File: config.mk
export PLATFORM = sky130hd
export DESIGN_NAME = fsc_regs
export DESIGN_NICKNAME = d
export VERILOG_FILES = /design/src/hw/fsc_regs.v
export VERILOG_INCLUDE_DIRS = /design/src /design/src/hw
export SDC_FILE = /design/constraint.sdc
export NUM_CORES = 2
export LEC_CHECK = 0
export ABC_AREA = 0
export BUFFER_PORTS_ARGS = -buffer_cell sky130_fd_sc_hd__buf_4
export CORE_UTILIZATION = 45
export DETAILED_ROUTE_END_ITERATION = 8
export PLACE_DENSITY = 0.63
export SYNTH_ARGS = -nofsm -noshare
export SYNTH_HDL_FRONTEND = slang
export SYNTH_SLANG_ARGS = --single-unit
File: constraint.sdc
create_clock -name pclk -period 4.9 [get_ports pclk]
set_input_delay 0.98 -clock pclk [delete_from_list [all_inputs] [get_ports pclk]]
set_output_delay 0.98 -clock pclk [all_outputs]
set_load 0.03 [all_outputs]
File: src/hw/fsc_defs.vh
// Constants for the frontend system control register bank.
// Assumes inclusion by fsc_regs.v and its checker; definitions only.
`ifndef FSC_DEFS_VH
`define FSC_DEFS_VH
// ----------------------------------------
// Register indices (byte address = 4 * index)
// ----------------------------------------
`define FSC_IDX_SYSCTL 6'h00
`define FSC_IDX_IRQ_EN 6'h01
`define FSC_IDX_IRQ_FLAGS 6'h02
`define FSC_IDX_IRQ_CLR 6'h03
`define FSC_IDX_RESERVED_06 6'h06
`define FSC_IDX_TMR_A_STATE 6'h08
`define FSC_IDX_TMR_B_STATE 6'h09
`define FSC_IDX_TMR_C_STATE 6'h0A
`define FSC_IDX_RX_STATE 6'h13
`define FSC_IDX_FIELD_STATE 6'h1D
`define FSC_IDX_GAIN_READING 6'h1F
`define FSC_IDX_DEV_STATE 6'h24
`define FSC_IDX_LAST_PLAIN 6'h29
`define FSC_IDX_RM_EXT 6'h39
`define FSC_IDX_XCVR_SETUP 6'h04
`define FSC_IDX_PAD_SETUP 6'h05
`define FSC_IDX_PAD_OUT 6'h07
`define FSC_IDX_TMR_A_PRELOAD 6'h0B
`define FSC_IDX_TMR_B_PRELOAD 6'h0C
`define FSC_IDX_TMR_C_PRELOAD 6'h0D
`define FSC_IDX_TMR_A_SETUP 6'h0E
`define FSC_IDX_TMR_B_SETUP 6'h0F
`define FSC_IDX_TMR_C_SETUP 6'h10
`define FSC_IDX_RX_DELAY 6'h11
`define FSC_IDX_RX_CHECKSUM 6'h12
`define FSC_IDX_TX_UNDERSHOOT 6'h14
`define FSC_IDX_TX_OVERSHOOT 6'h15
`define FSC_IDX_TX_MOD_DATA 6'h16
`define FSC_IDX_TX_DELAY 6'h17
`define FSC_IDX_TX_SETUP 6'h18
`define FSC_IDX_TX_CHECKSUM 6'h19
`define FSC_IDX_SP_SETUP 6'h1A
`define FSC_IDX_SP_CARD 6'h1B
`define FSC_IDX_SP_READER 6'h1C
`define FSC_IDX_GAIN_SETUP 6'h1E
`define FSC_IDX_FIELD_TX_CTL 6'h20
`define FSC_IDX_FIELD_TX_CLK 6'h21
`define FSC_IDX_FIELD_RX_CTL 6'h22
`define FSC_IDX_LEVEL_DETECT 6'h23
`define FSC_IDX_THERMAL 6'h25
`define FSC_IDX_PROBE_OUT 6'h26
`define FSC_IDX_POWER_SETUP 6'h27
`define FSC_IDX_DISTURB 6'h28
`define FSC_IDX_ANTENNA 6'h29
// ----------------------------------------
// System control fields
// ----------------------------------------
`define FSC_CMD_LSB 0
`define FSC_CMD_MSB 2
`define FSC_SEND_BIT 3
`define FSC_PRS_BIT 5
`define FSC_CIPHER_BIT 6
`define FSC_SRST_BIT 8
`define FSC_TRIM_LSB 12
`define FSC_TRIM_MSB 19
`define FSC_SYSCTL_RW_MASK 32'h000FF06F
`define FSC_CMD_RESET 3'h1
// ----------------------------------------
// Command codes
// ----------------------------------------
`define FSC_CMD_HALT 3'h0
`define FSC_CMD_TRX 3'h3
`define FSC_CMD_HOLD 3'h4
`define FSC_CMD_ECHO 3'h5
`define FSC_CMD_PRS 3'h6
// ----------------------------------------
// Soft reset pulse length in cycles
// ----------------------------------------
`define FSC_SRST_CYCLES 4'h4
`endif

File: src/hw/fsc_regs.v
// Frontend system control register bank with APB slave and transceive sequencer.
// Assumes an APB master on pclk and frontend logic that takes the status inputs on pclk.
//
// Summary of operation
// - Writing one to bit 8 pulses a full device reset.
// - Bit 6 set enables the card cipher; clear bypasses it.
// - Bit 5 selects long pseudo-random sequence when one, short when zero.
// - Setting bit 3 triggers transmission per the transceive sequencer.
// - Bits 2:0 hold the command code, reset value 001.
// - Code 000 stops everything at once and returns to idle.
// - Code 011 starts a transceive cycle.
// - Transceive starts transmitting as initiator, otherwise enables receiver first.
// - Transceive never ends itself; only halt, codes 101 and 110, or a soft reset leave it.
// - Code 100 keeps the current command; other written bits apply.
// - Code 101 transmits and enables the receiver together.
// - Code 110 sends pseudo-random data endlessly with the selected length.
// - Bits 19:12 hold a gain trim added with stored offset to measured gain.
// - The trim is sign-magnitude, sign in the top bit, range -127..+127.
`timescale 1ns/1ps
`include "fsc_defs.vh"

module fsc_regs #(
	parameter GAIN_W = 10
) (
	input wire pclk, // APB clock
	input wire presetn, // Async reset, active low
	input wire psel, // APB select
	input wire penable, // APB enable
	input wire pwrite, // APB direction
	input wire [31:0] paddr, // APB byte address
	input wire [31:0] pwdata, // APB write data
	output reg [31:0] prdata, // APB read data
	output reg pready, // APB ready
	output reg pslverr, // APB error, unmapped address
	input wire initiator, // Initiator setting, same clock domain
	input wire tx_done, // End of transmission pulse
	input wire [GAIN_W-1:0] gain_measured, // Measured gain
	input wire [GAIN_W-1:0] gain_stored_offset, // Stored nonvolatile offset
	output reg soft_reset, // Full device reset pulse
	output reg cipher_enable, // Card cipher enable
	output reg prs_long, // Pseudo-random length select
	output reg tx_enable, // Transmitter active
	output reg rx_enable, // Receiver active
	output reg prs_tx, // Pseudo-random transmission active
	output reg [GAIN_W-1:0] gain_corrected // Measured gain plus offset plus trim
);
	// ----------------------------------------
	// Sequencer states
	// ----------------------------------------
	localparam ST_IDLE = 3'h0;
	localparam ST_TX = 3'h1;
	localparam ST_RX = 3'h2;
	localparam ST_ECHO = 3'h3;
	localparam ST_PRS = 3'h4;

	// ----------------------------------------
	// Register access kinds
	// ----------------------------------------
	localparam KIND_NONE = 2'h0;
	localparam KIND_RW = 2'h1;
	localparam KIND_RO = 2'h2;

	reg [2:0] cmd_reg;
	reg send_reg;
	reg cipher_reg;
	reg prs_sel_reg;
	reg [7:0] trim_reg;
	reg [2:0] state_reg;
	reg [2:0] state_next;
	reg [3:0] srst_cnt_reg;
	reg cmd_new_reg;
	wire [5:0] idx;
	wire wr_acc;
	wire rd_acc;
	wire mapped;
	wire [GAIN_W-1:0] trim_signed;
	wire [1:0] kind;
	wire addr_high_ok;
	wire addr_aligned;
	wire sysctl_wr;
	wire srst_wr;
	reg [31:0] store_mem [0:63];
	integer k;

	// Sign-magnitude byte to two's complement at gain width
	function [GAIN_W-1:0] sm_to_tc;
		input [7:0] sm;
		reg [GAIN_W-1:0] mag;
		begin
			mag = {{(GAIN_W-7){1'b0}}, sm[6:0]};
			sm_to_tc = sm[7] ? (~mag + {{(GAIN_W-1){1'b0}}, 1'b1}) : mag;
		end
	endfunction

	// Access kind of a register index; gaps and the reserved word are unmapped
	function [1:0] reg_kind;
		input [5:0] i;
		begin
			if (i == `FSC_IDX_SYSCTL) begin
				reg_kind = KIND_RW;
			end else if (i == `FSC_IDX_IRQ_EN) begin
				reg_kind = KIND_RW;
			end else if (i == `FSC_IDX_IRQ_FLAGS) begin
				reg_kind = KIND_RO;
			end else if (i == `FSC_IDX_IRQ_CLR) begin
				reg_kind = KIND_RW;
			end else if (i == `FSC_IDX_XCVR_SETUP) begin
				reg_kind = KIND_RW;
			end else if (i == `FSC_IDX_PAD_SETUP) begin
				reg_kind = KIND_RW;
			end else if (i == `FSC_IDX_PAD_OUT) begin
				reg_kind = KIND_RW;
			end else if (i == `FSC_IDX_TMR_A_STATE) begin
				reg_kind = KIND_RO;
			end else if (i == `FSC_IDX_TMR_B_STATE) begin
				reg_kind = KIND_RO;
			end else if (i == `FSC_IDX_TMR_C_STATE) begin
				reg_kind = KIND_RO;
			end else if (i == `FSC_IDX_TMR_A_PRELOAD) begin
				reg_kind = KIND_RW;
			end else if (i == `FSC_IDX_TMR_B_PRELOAD) begin
				reg_kind = KIND_RW;
			end else if (i == `FSC_IDX_TMR_C_PRELOAD) begin
				reg_kind = KIND_RW;
			end else if (i == `FSC_IDX_TMR_A_SETUP) begin
				reg_kind = KIND_RW;
			end else if (i == `FSC_IDX_TMR_B_SETUP) begin
				reg_kind = KIND_RW;
			end else if (i == `FSC_IDX_TMR_C_SETUP) begin
				reg_kind = KIND_RW;
			end else if (i == `FSC_IDX_RX_DELAY) begin
				reg_kind = KIND_RW;
			end else if (i == `FSC_IDX_RX_CHECKSUM) begin
				reg_kind = KIND_RW;
			end else if (i == `FSC_IDX_RX_STATE) begin
				reg_kind = KIND_RO;
			end else if (i == `FSC_IDX_TX_UNDERSHOOT) begin
				reg_kind = KIND_RW;
			end else if (i == `FSC_IDX_TX_OVERSHOOT) begin
				reg_kind = KIND_RW;
			end else if (i == `FSC_IDX_TX_MOD_DATA) begin
				reg_kind = KIND_RW;
			end else if (i == `FSC_IDX_TX_DELAY) begin
				reg_kind = KIND_RW;
			end else if (i == `FSC_IDX_TX_SETUP) begin
				reg_kind = KIND_RW;
			end else if (i == `FSC_IDX_TX_CHECKSUM) begin
				reg_kind = KIND_RW;
			end else if (i == `FSC_IDX_SP_SETUP) begin
				reg_kind = KIND_RW;
			end else if (i == `FSC_IDX_SP_CARD) begin
				reg_kind = KIND_RW;
			end else if (i == `FSC_IDX_SP_READER) begin
				reg_kind = KIND_RW;
			end else if (i == `FSC_IDX_FIELD_STATE) begin
				reg_kind = KIND_RO;
			end else if (i == `FSC_IDX_GAIN_SETUP) begin
				reg_kind = KIND_RW;
			end else if (i == `FSC_IDX_GAIN_READING) begin
				reg_kind = KIND_RO;
			end else if (i == `FSC_IDX_FIELD_TX_CTL) begin
				reg_kind = KIND_RW;
			end else if (i == `FSC_IDX_FIELD_TX_CLK) begin
				reg_kind = KIND_RW;
			end else if (i == `FSC_IDX_FIELD_RX_CTL) begin
				reg_kind = KIND_RW;
			end else if (i == `FSC_IDX_LEVEL_DETECT) begin
				reg_kind = KIND_RW;
			end else if (i == `FSC_IDX_DEV_STATE) begin
				reg_kind = KIND_RO;
			end else if (i == `FSC_IDX_THERMAL) begin
				reg_kind = KIND_RW;
			end else if (i == `FSC_IDX_PROBE_OUT) begin
				reg_kind = KIND_RW;
			end else if (i == `FSC_IDX_POWER_SETUP) begin
				reg_kind = KIND_RW;
			end else if (i == `FSC_IDX_DISTURB) begin
				reg_kind = KIND_RW;
			end else if (i == `FSC_IDX_ANTENNA) begin
				reg_kind = KIND_RW;
			end else if (i == `FSC_IDX_RM_EXT) begin
				reg_kind = KIND_RW;
			end else begin
				reg_kind = KIND_NONE;
			end
		end
	endfunction

	assign idx = paddr[7:2];
	assign wr_acc = psel & penable & pwrite & pready;
	assign rd_acc = psel & ~penable & ~pwrite;
	assign kind = reg_kind(idx);
	assign addr_high_ok = (paddr[31:8] == 24'h000000);
	assign addr_aligned = (paddr[1:0] == 2'h0);
	assign mapped = addr_high_ok && addr_aligned && (kind != KIND_NONE);
	assign sysctl_wr = wr_acc && !pslverr && (idx == `FSC_IDX_SYSCTL);
	assign srst_wr = sysctl_wr && pwdata[`FSC_SRST_BIT];
	assign trim_signed = sm_to_tc(trim_reg);

	// ----------------------------------------
	// APB slave: no wait states, answer in access phase
	// ----------------------------------------
	always @(posedge pclk or negedge presetn) begin
		if (!presetn) begin
			pready <= 1'b0;
			pslverr <= 1'b0;
			prdata <= 32'h00000000;
		end else begin
			pready <= psel & ~penable;
			pslverr <= psel & ~penable & ~mapped;
			if (rd_acc) begin
				if (!mapped) begin
					prdata <= 32'h00000000;
				end else if (idx == `FSC_IDX_SYSCTL) begin
					prdata <= {12'h000, trim_reg, 5'h00, cipher_reg, prs_sel_reg, 1'b0,
						send_reg, cmd_reg};
				end else if (idx == `FSC_IDX_DEV_STATE) begin
					prdata <= {29'h00000000, state_reg};
				end else if (idx == `FSC_IDX_GAIN_READING) begin
					prdata <= {{(32-GAIN_W){1'b0}}, gain_corrected};
				end else if (kind == KIND_RW) begin
					prdata <= store_mem[idx];
				end else begin
					prdata <= 32'h00000000;
				end
			end
		end
	end

	// ----------------------------------------
	// System control register
	// ----------------------------------------
	always @(posedge pclk or negedge presetn) begin
		if (!presetn) begin
			cmd_reg <= `FSC_CMD_RESET;
			send_reg <= 1'b0;
			cipher_reg <= 1'b0;
			prs_sel_reg <= 1'b0;
			trim_reg <= 8'h00;
			cmd_new_reg <= 1'b0;
		end else if (srst_cnt_reg != 4'h0) begin
			cmd_reg <= `FSC_CMD_RESET;
			send_reg <= 1'b0;
			cipher_reg <= 1'b0;
			prs_sel_reg <= 1'b0;
			trim_reg <= 8'h00;
			cmd_new_reg <= 1'b0;
		end else begin
			cmd_new_reg <= 1'b0;
			if (sysctl_wr && !pwdata[`FSC_SRST_BIT]) begin
				send_reg <= pwdata[`FSC_SEND_BIT];
				cipher_reg <= pwdata[`FSC_CIPHER_BIT];
				prs_sel_reg <= pwdata[`FSC_PRS_BIT];
				trim_reg <= pwdata[`FSC_TRIM_MSB:`FSC_TRIM_LSB];
				if (pwdata[`FSC_CMD_MSB:`FSC_CMD_LSB] != `FSC_CMD_HOLD) begin
					cmd_reg <= pwdata[`FSC_CMD_MSB:`FSC_CMD_LSB];
					cmd_new_reg <= 1'b1;
				end
			end else if (tx_done) begin
				send_reg <= 1'b0;
			end
		end
	end

	// ----------------------------------------
	// Plain read/write words
	// ----------------------------------------
	// Setup words of the frontend; a soft reset clears them together with the control word
	always @(posedge pclk or negedge presetn) begin
		if (!presetn) begin
			for (k = 0; k < 64; k = k + 1) begin
				store_mem[k] <= 32'h00000000;
			end
		end else if (srst_cnt_reg != 4'h0) begin
			for (k = 0; k < 64; k = k + 1) begin
				store_mem[k] <= 32'h00000000;
			end
		end else if (wr_acc && !pslverr && kind == KIND_RW && idx != `FSC_IDX_SYSCTL) begin
			store_mem[idx] <= pwdata;
		end
	end

	// ----------------------------------------
	// Soft reset pulse
	// ----------------------------------------
	always @(posedge pclk or negedge presetn) begin
		if (!presetn) begin
			srst_cnt_reg <= 4'h0;
			soft_reset <= 1'b0;
		end else begin
			if (srst_wr) begin
				srst_cnt_reg <= `FSC_SRST_CYCLES;
			end else if (srst_cnt_reg != 4'h0) begin
				srst_cnt_reg <= srst_cnt_reg - 4'h1;
			end
			soft_reset <= srst_wr || (srst_cnt_reg > 4'h1);
		end
	end

	// ----------------------------------------
	// Transceive sequencer
	// ----------------------------------------
	always @* begin
		state_next = state_reg;
		if (cmd_new_reg) begin
			case (cmd_reg)
				`FSC_CMD_HALT: begin
					state_next = ST_IDLE;
				end
				`FSC_CMD_TRX: begin
					state_next = initiator ? ST_TX : ST_RX;
				end
				`FSC_CMD_ECHO: begin
					state_next = ST_ECHO;
				end
				`FSC_CMD_PRS: begin
					state_next = ST_PRS;
				end
				default: begin
					state_next = state_reg;
				end
			endcase
		end else begin
			case (state_reg)
				ST_TX: begin
					if (tx_done) begin
						state_next = ST_RX;
					end
				end
				ST_RX: begin
					if (send_reg) begin
						state_next = ST_TX;
					end
				end
				default: begin
					state_next = state_reg;
				end
			endcase
		end
	end

	always @(posedge pclk or negedge presetn) begin
		if (!presetn) begin
			state_reg <= ST_IDLE;
			tx_enable <= 1'b0;
			rx_enable <= 1'b0;
			prs_tx <= 1'b0;
			cipher_enable <= 1'b0;
			prs_long <= 1'b0;
			gain_corrected <= {GAIN_W{1'b0}};
		end else begin
			if (srst_cnt_reg != 4'h0) begin
				state_reg <= ST_IDLE;
			end else begin
				state_reg <= state_next;
			end
			tx_enable <= (state_reg == ST_TX) || (state_reg == ST_ECHO) || (state_reg == ST_PRS);
			rx_enable <= (state_reg == ST_RX) || (state_reg == ST_ECHO);
			prs_tx <= (state_reg == ST_PRS);
			cipher_enable <= cipher_reg;
			prs_long <= prs_sel_reg;
			gain_corrected <= gain_measured + gain_stored_offset + trim_signed;
		end
	end
endmodule

==> impl_metrics.json <==
{
  "clock_latency_ps": 910,
  "end_kind": "flip-flop",
  "grt_max_degree": 269,
  "synthSimpleGateAreaFrac": 0.1210,
  "root_buffer": "clkbuf_16",
  "finalCritPeriodShare": 0.7315,
  "coreArea_um2": 203100,
  "ant_nets": 0,
  "fp.dieH_um": 455.2,
  "antenna_found_initial": 16,
  "port_buffers": 140,
  "drive_above_1_share": 0.1822,
  "via_count": 62880,
  "track_usage": 0.2781,
  "syn_nets": 7311,
  "worst-slew-pin-transition_ps": 1235,
  "drc": 0,
  "dr.pass1.iters": 7,
  "async_reset_ff_frac": 1.000,
  "hold_path.startpoint": "psel",
  "hpwl_um": 163800,
  "n_fill_cell": 17170,
  "hold_class": "in -> reg",
  "grt_pass1_wl_um": 431800,
  "io_pins": 141,
  "ys_warn_count": 0,
  "drt-initial-drc-count": 6889,
  "cts_sinks": 2106,
  "wirelength_um": 286200,
  "power_density_nw_per_um2": 393.9,
  "cts_buffers": 220,
  "crit_path_max_fanout": 51,
  "slew_viol_final": 0,
  "die-area_um2": 207200,
  "fin_tns_setup_ps": 0,
  "cts_resized": 0,
  "reg_top3": "store_mem x2034, prdata x32, gain_corrected x10",
  "crit_start": "paddr[2]",
  "synth_xor_area_frac": 0.001895,
  "cts_tree": "done",
  "worst_ep_arrival_time_ps": 4340,
  "p_leak_nw": 48.82,
  "grt-ovfl-total": 0,
  "synth_seq_cells": 2106,
  "setup_viol": 0,
  "cts_max_path_buffers": 3,
  "outcome": "complete, no violations",
  "cp-start-kind": "input port",
  "synth_mux_area_frac": 0.1893,
  "initial_utilization": 0.4550,
  "rows": 165,
  "syn_avg_cell_area_um2": 12.84,
  "wl_per_cell_um": 29.08,
  "fmax_mhz": 279.0,
  "synth_compound_area_frac": 0.07541,
  "rsz0062_at_grt": "false",
  "place.gp.congestion": 0.8358,
  "hold_viol_final": 0,
  "synth_edf_count": 0,
  "relSlewSlack": 0.1705,
  "required_ps": 5660,
  "ys.flop_type": "dfrtp_1",
  "path_clk_slew_ps": 60,
  "post-place-ws_ps": 379.8,
  "htreeDepth": 4,
  "vias_per_cell": 6.389,
  "worst_slack_ps": 1316,
  "largest_register": "store_mem",
  "synth_top_family_by_area": "multiplexers",
  "area_growth_pct": 12.06,
  "die_w_um": 455.2,
  "syn_inst": 7199,
  "path_class": "in -> reg",
  "nNetsFinal": 7091,
  "ir_drop_v": 0.0005632,
  "postCtsSetupRepairBufs": 0,
  "first_global_vias": 63450,
  "fin_crit_ps": 3584,
  "largest_reg_flops": 2034,
  "finClkSkew_ps": 68.61,
  "reg2reg_from": "trim_reg[0]",
  "max_cap_violations": 0,
  "ys_seq_area_frac": 0.5702,
  "synth_fa_ha_area_frac": 0.003655,
  "yosysUniqueCellTypes": 67,
  "syn_area_um2": 92430
}
worst paths after layout:
check / endpoint / slack, ps / cells past startpoint
max in group asynchronous: store_mem[1314] / 2700 / 4
min in group asynchronous: store_mem[404] / 610 / 2
worst min register to register: cipher_enable / 470 / 0
worst max register to register: gain_corrected[9] / 1400 / 15
worst min-delay path: pready / 420 / 3
worst max-delay path: prdata[17] / 1320 / 8
kinds of logic after synthesis:
family,after synthesis
compound gates,923
fa+ha+maj,21
buf+inv,850
flops,2106
xor+xnor,20
mux,1126
simple gates,2153
worst max-delay path, stage by stage:
cell and delay, ps:
buf_8 350, buf_12 420, buf_12 430, mux4_2 620, a221oi_1 680, o41ai_1 260, nand4_1 310, nand3_1 130
placed cells by master, fill, tap and decap left out, drive strengths merged, types with 56 or more instances in the layout:
| master | n |
|---|---|
| buf | 358 |
| inv | 56 |
| o21ai | 110 |
| clkinv | 58 |
| and3 | 981 |
| dfrtp | 2105 |
| nor2 | 595 |
| a21oi | 139 |
| a22oi | 62 |
| a221oi | 71 |
| clkbuf | 320 |
| nand2 | 331 |
| a22o | 408 |
| mux4 | 497 |
| mux2i | 625 |
| nand3 | 94 |
what timing repair did:
action,4_1_cts,5_1_grt
hold endpoints to repair,19,0
endpoints found under the setup margin,0,0
hold buffers,1,0
through the flow:
step	hold slack (ps)	total power, mW	cells	utilization	area [µm²]
finish	417.5	40.80	9842	0.5099	103600
global route	408.1	42.07	9839	0.5099	103600
CTS	350.7	40.95	9834	0.5098	103600
detailed placement	437.6	23.81	9428	0.4728	96040
global placement	442.7	23.72	9428	0.4728	96040
floorplan	389.4	21.25	7199	-	92430
synthesized netlist by cell type, drive strengths merged (23+ instances only):
master,n,area share
and2,30,0.0020
nand2,331,0.013
clkbuf,559,0.023
mux4,497,0.12
nor2b,31,0.0021
nand3,94,0.0051
nor3,35,0.0025
dfrtp,2105,0.57
a21oi,139,0.0075
and3,981,0.066
a22oi,62,0.0050
a22o,408,0.039
a221oi,71,0.0068
buf,242,0.014
mux2i,625,0.068
inv,49,0.0020
nor2,595,0.024
o22ai,32,0.0022
o21ai,110,0.0060
a32o,23,0.0025
routing by layer:
metal	GRT usage	routed length, µm
met5	0	35
met4	0.1032	10860
met3	0.06163	24830
met2	0.4179	130900
met1	0.3965	119600
area by class of cell:
class	count	area, µm²	area share
tap	2672	3343	0.03228
antenna	8	20.02	0.0001933
clock buffer	320	6451	0.06228
sequential	2106	52700	0.5088
clock inverter	85	1060	0.01023
inverter	49	183.9	0.001776
multi-input combinational	4243	36440	0.3518
timing repair buffer	359	3387	0.03270
where the power goes:
part           switching, mW  internal, mW
Combinational           5.26         0.842
Sequential            0.0539          17.4
Clock                   7.30          9.90
Note: power is estimated with default switching activity, not from simulation.
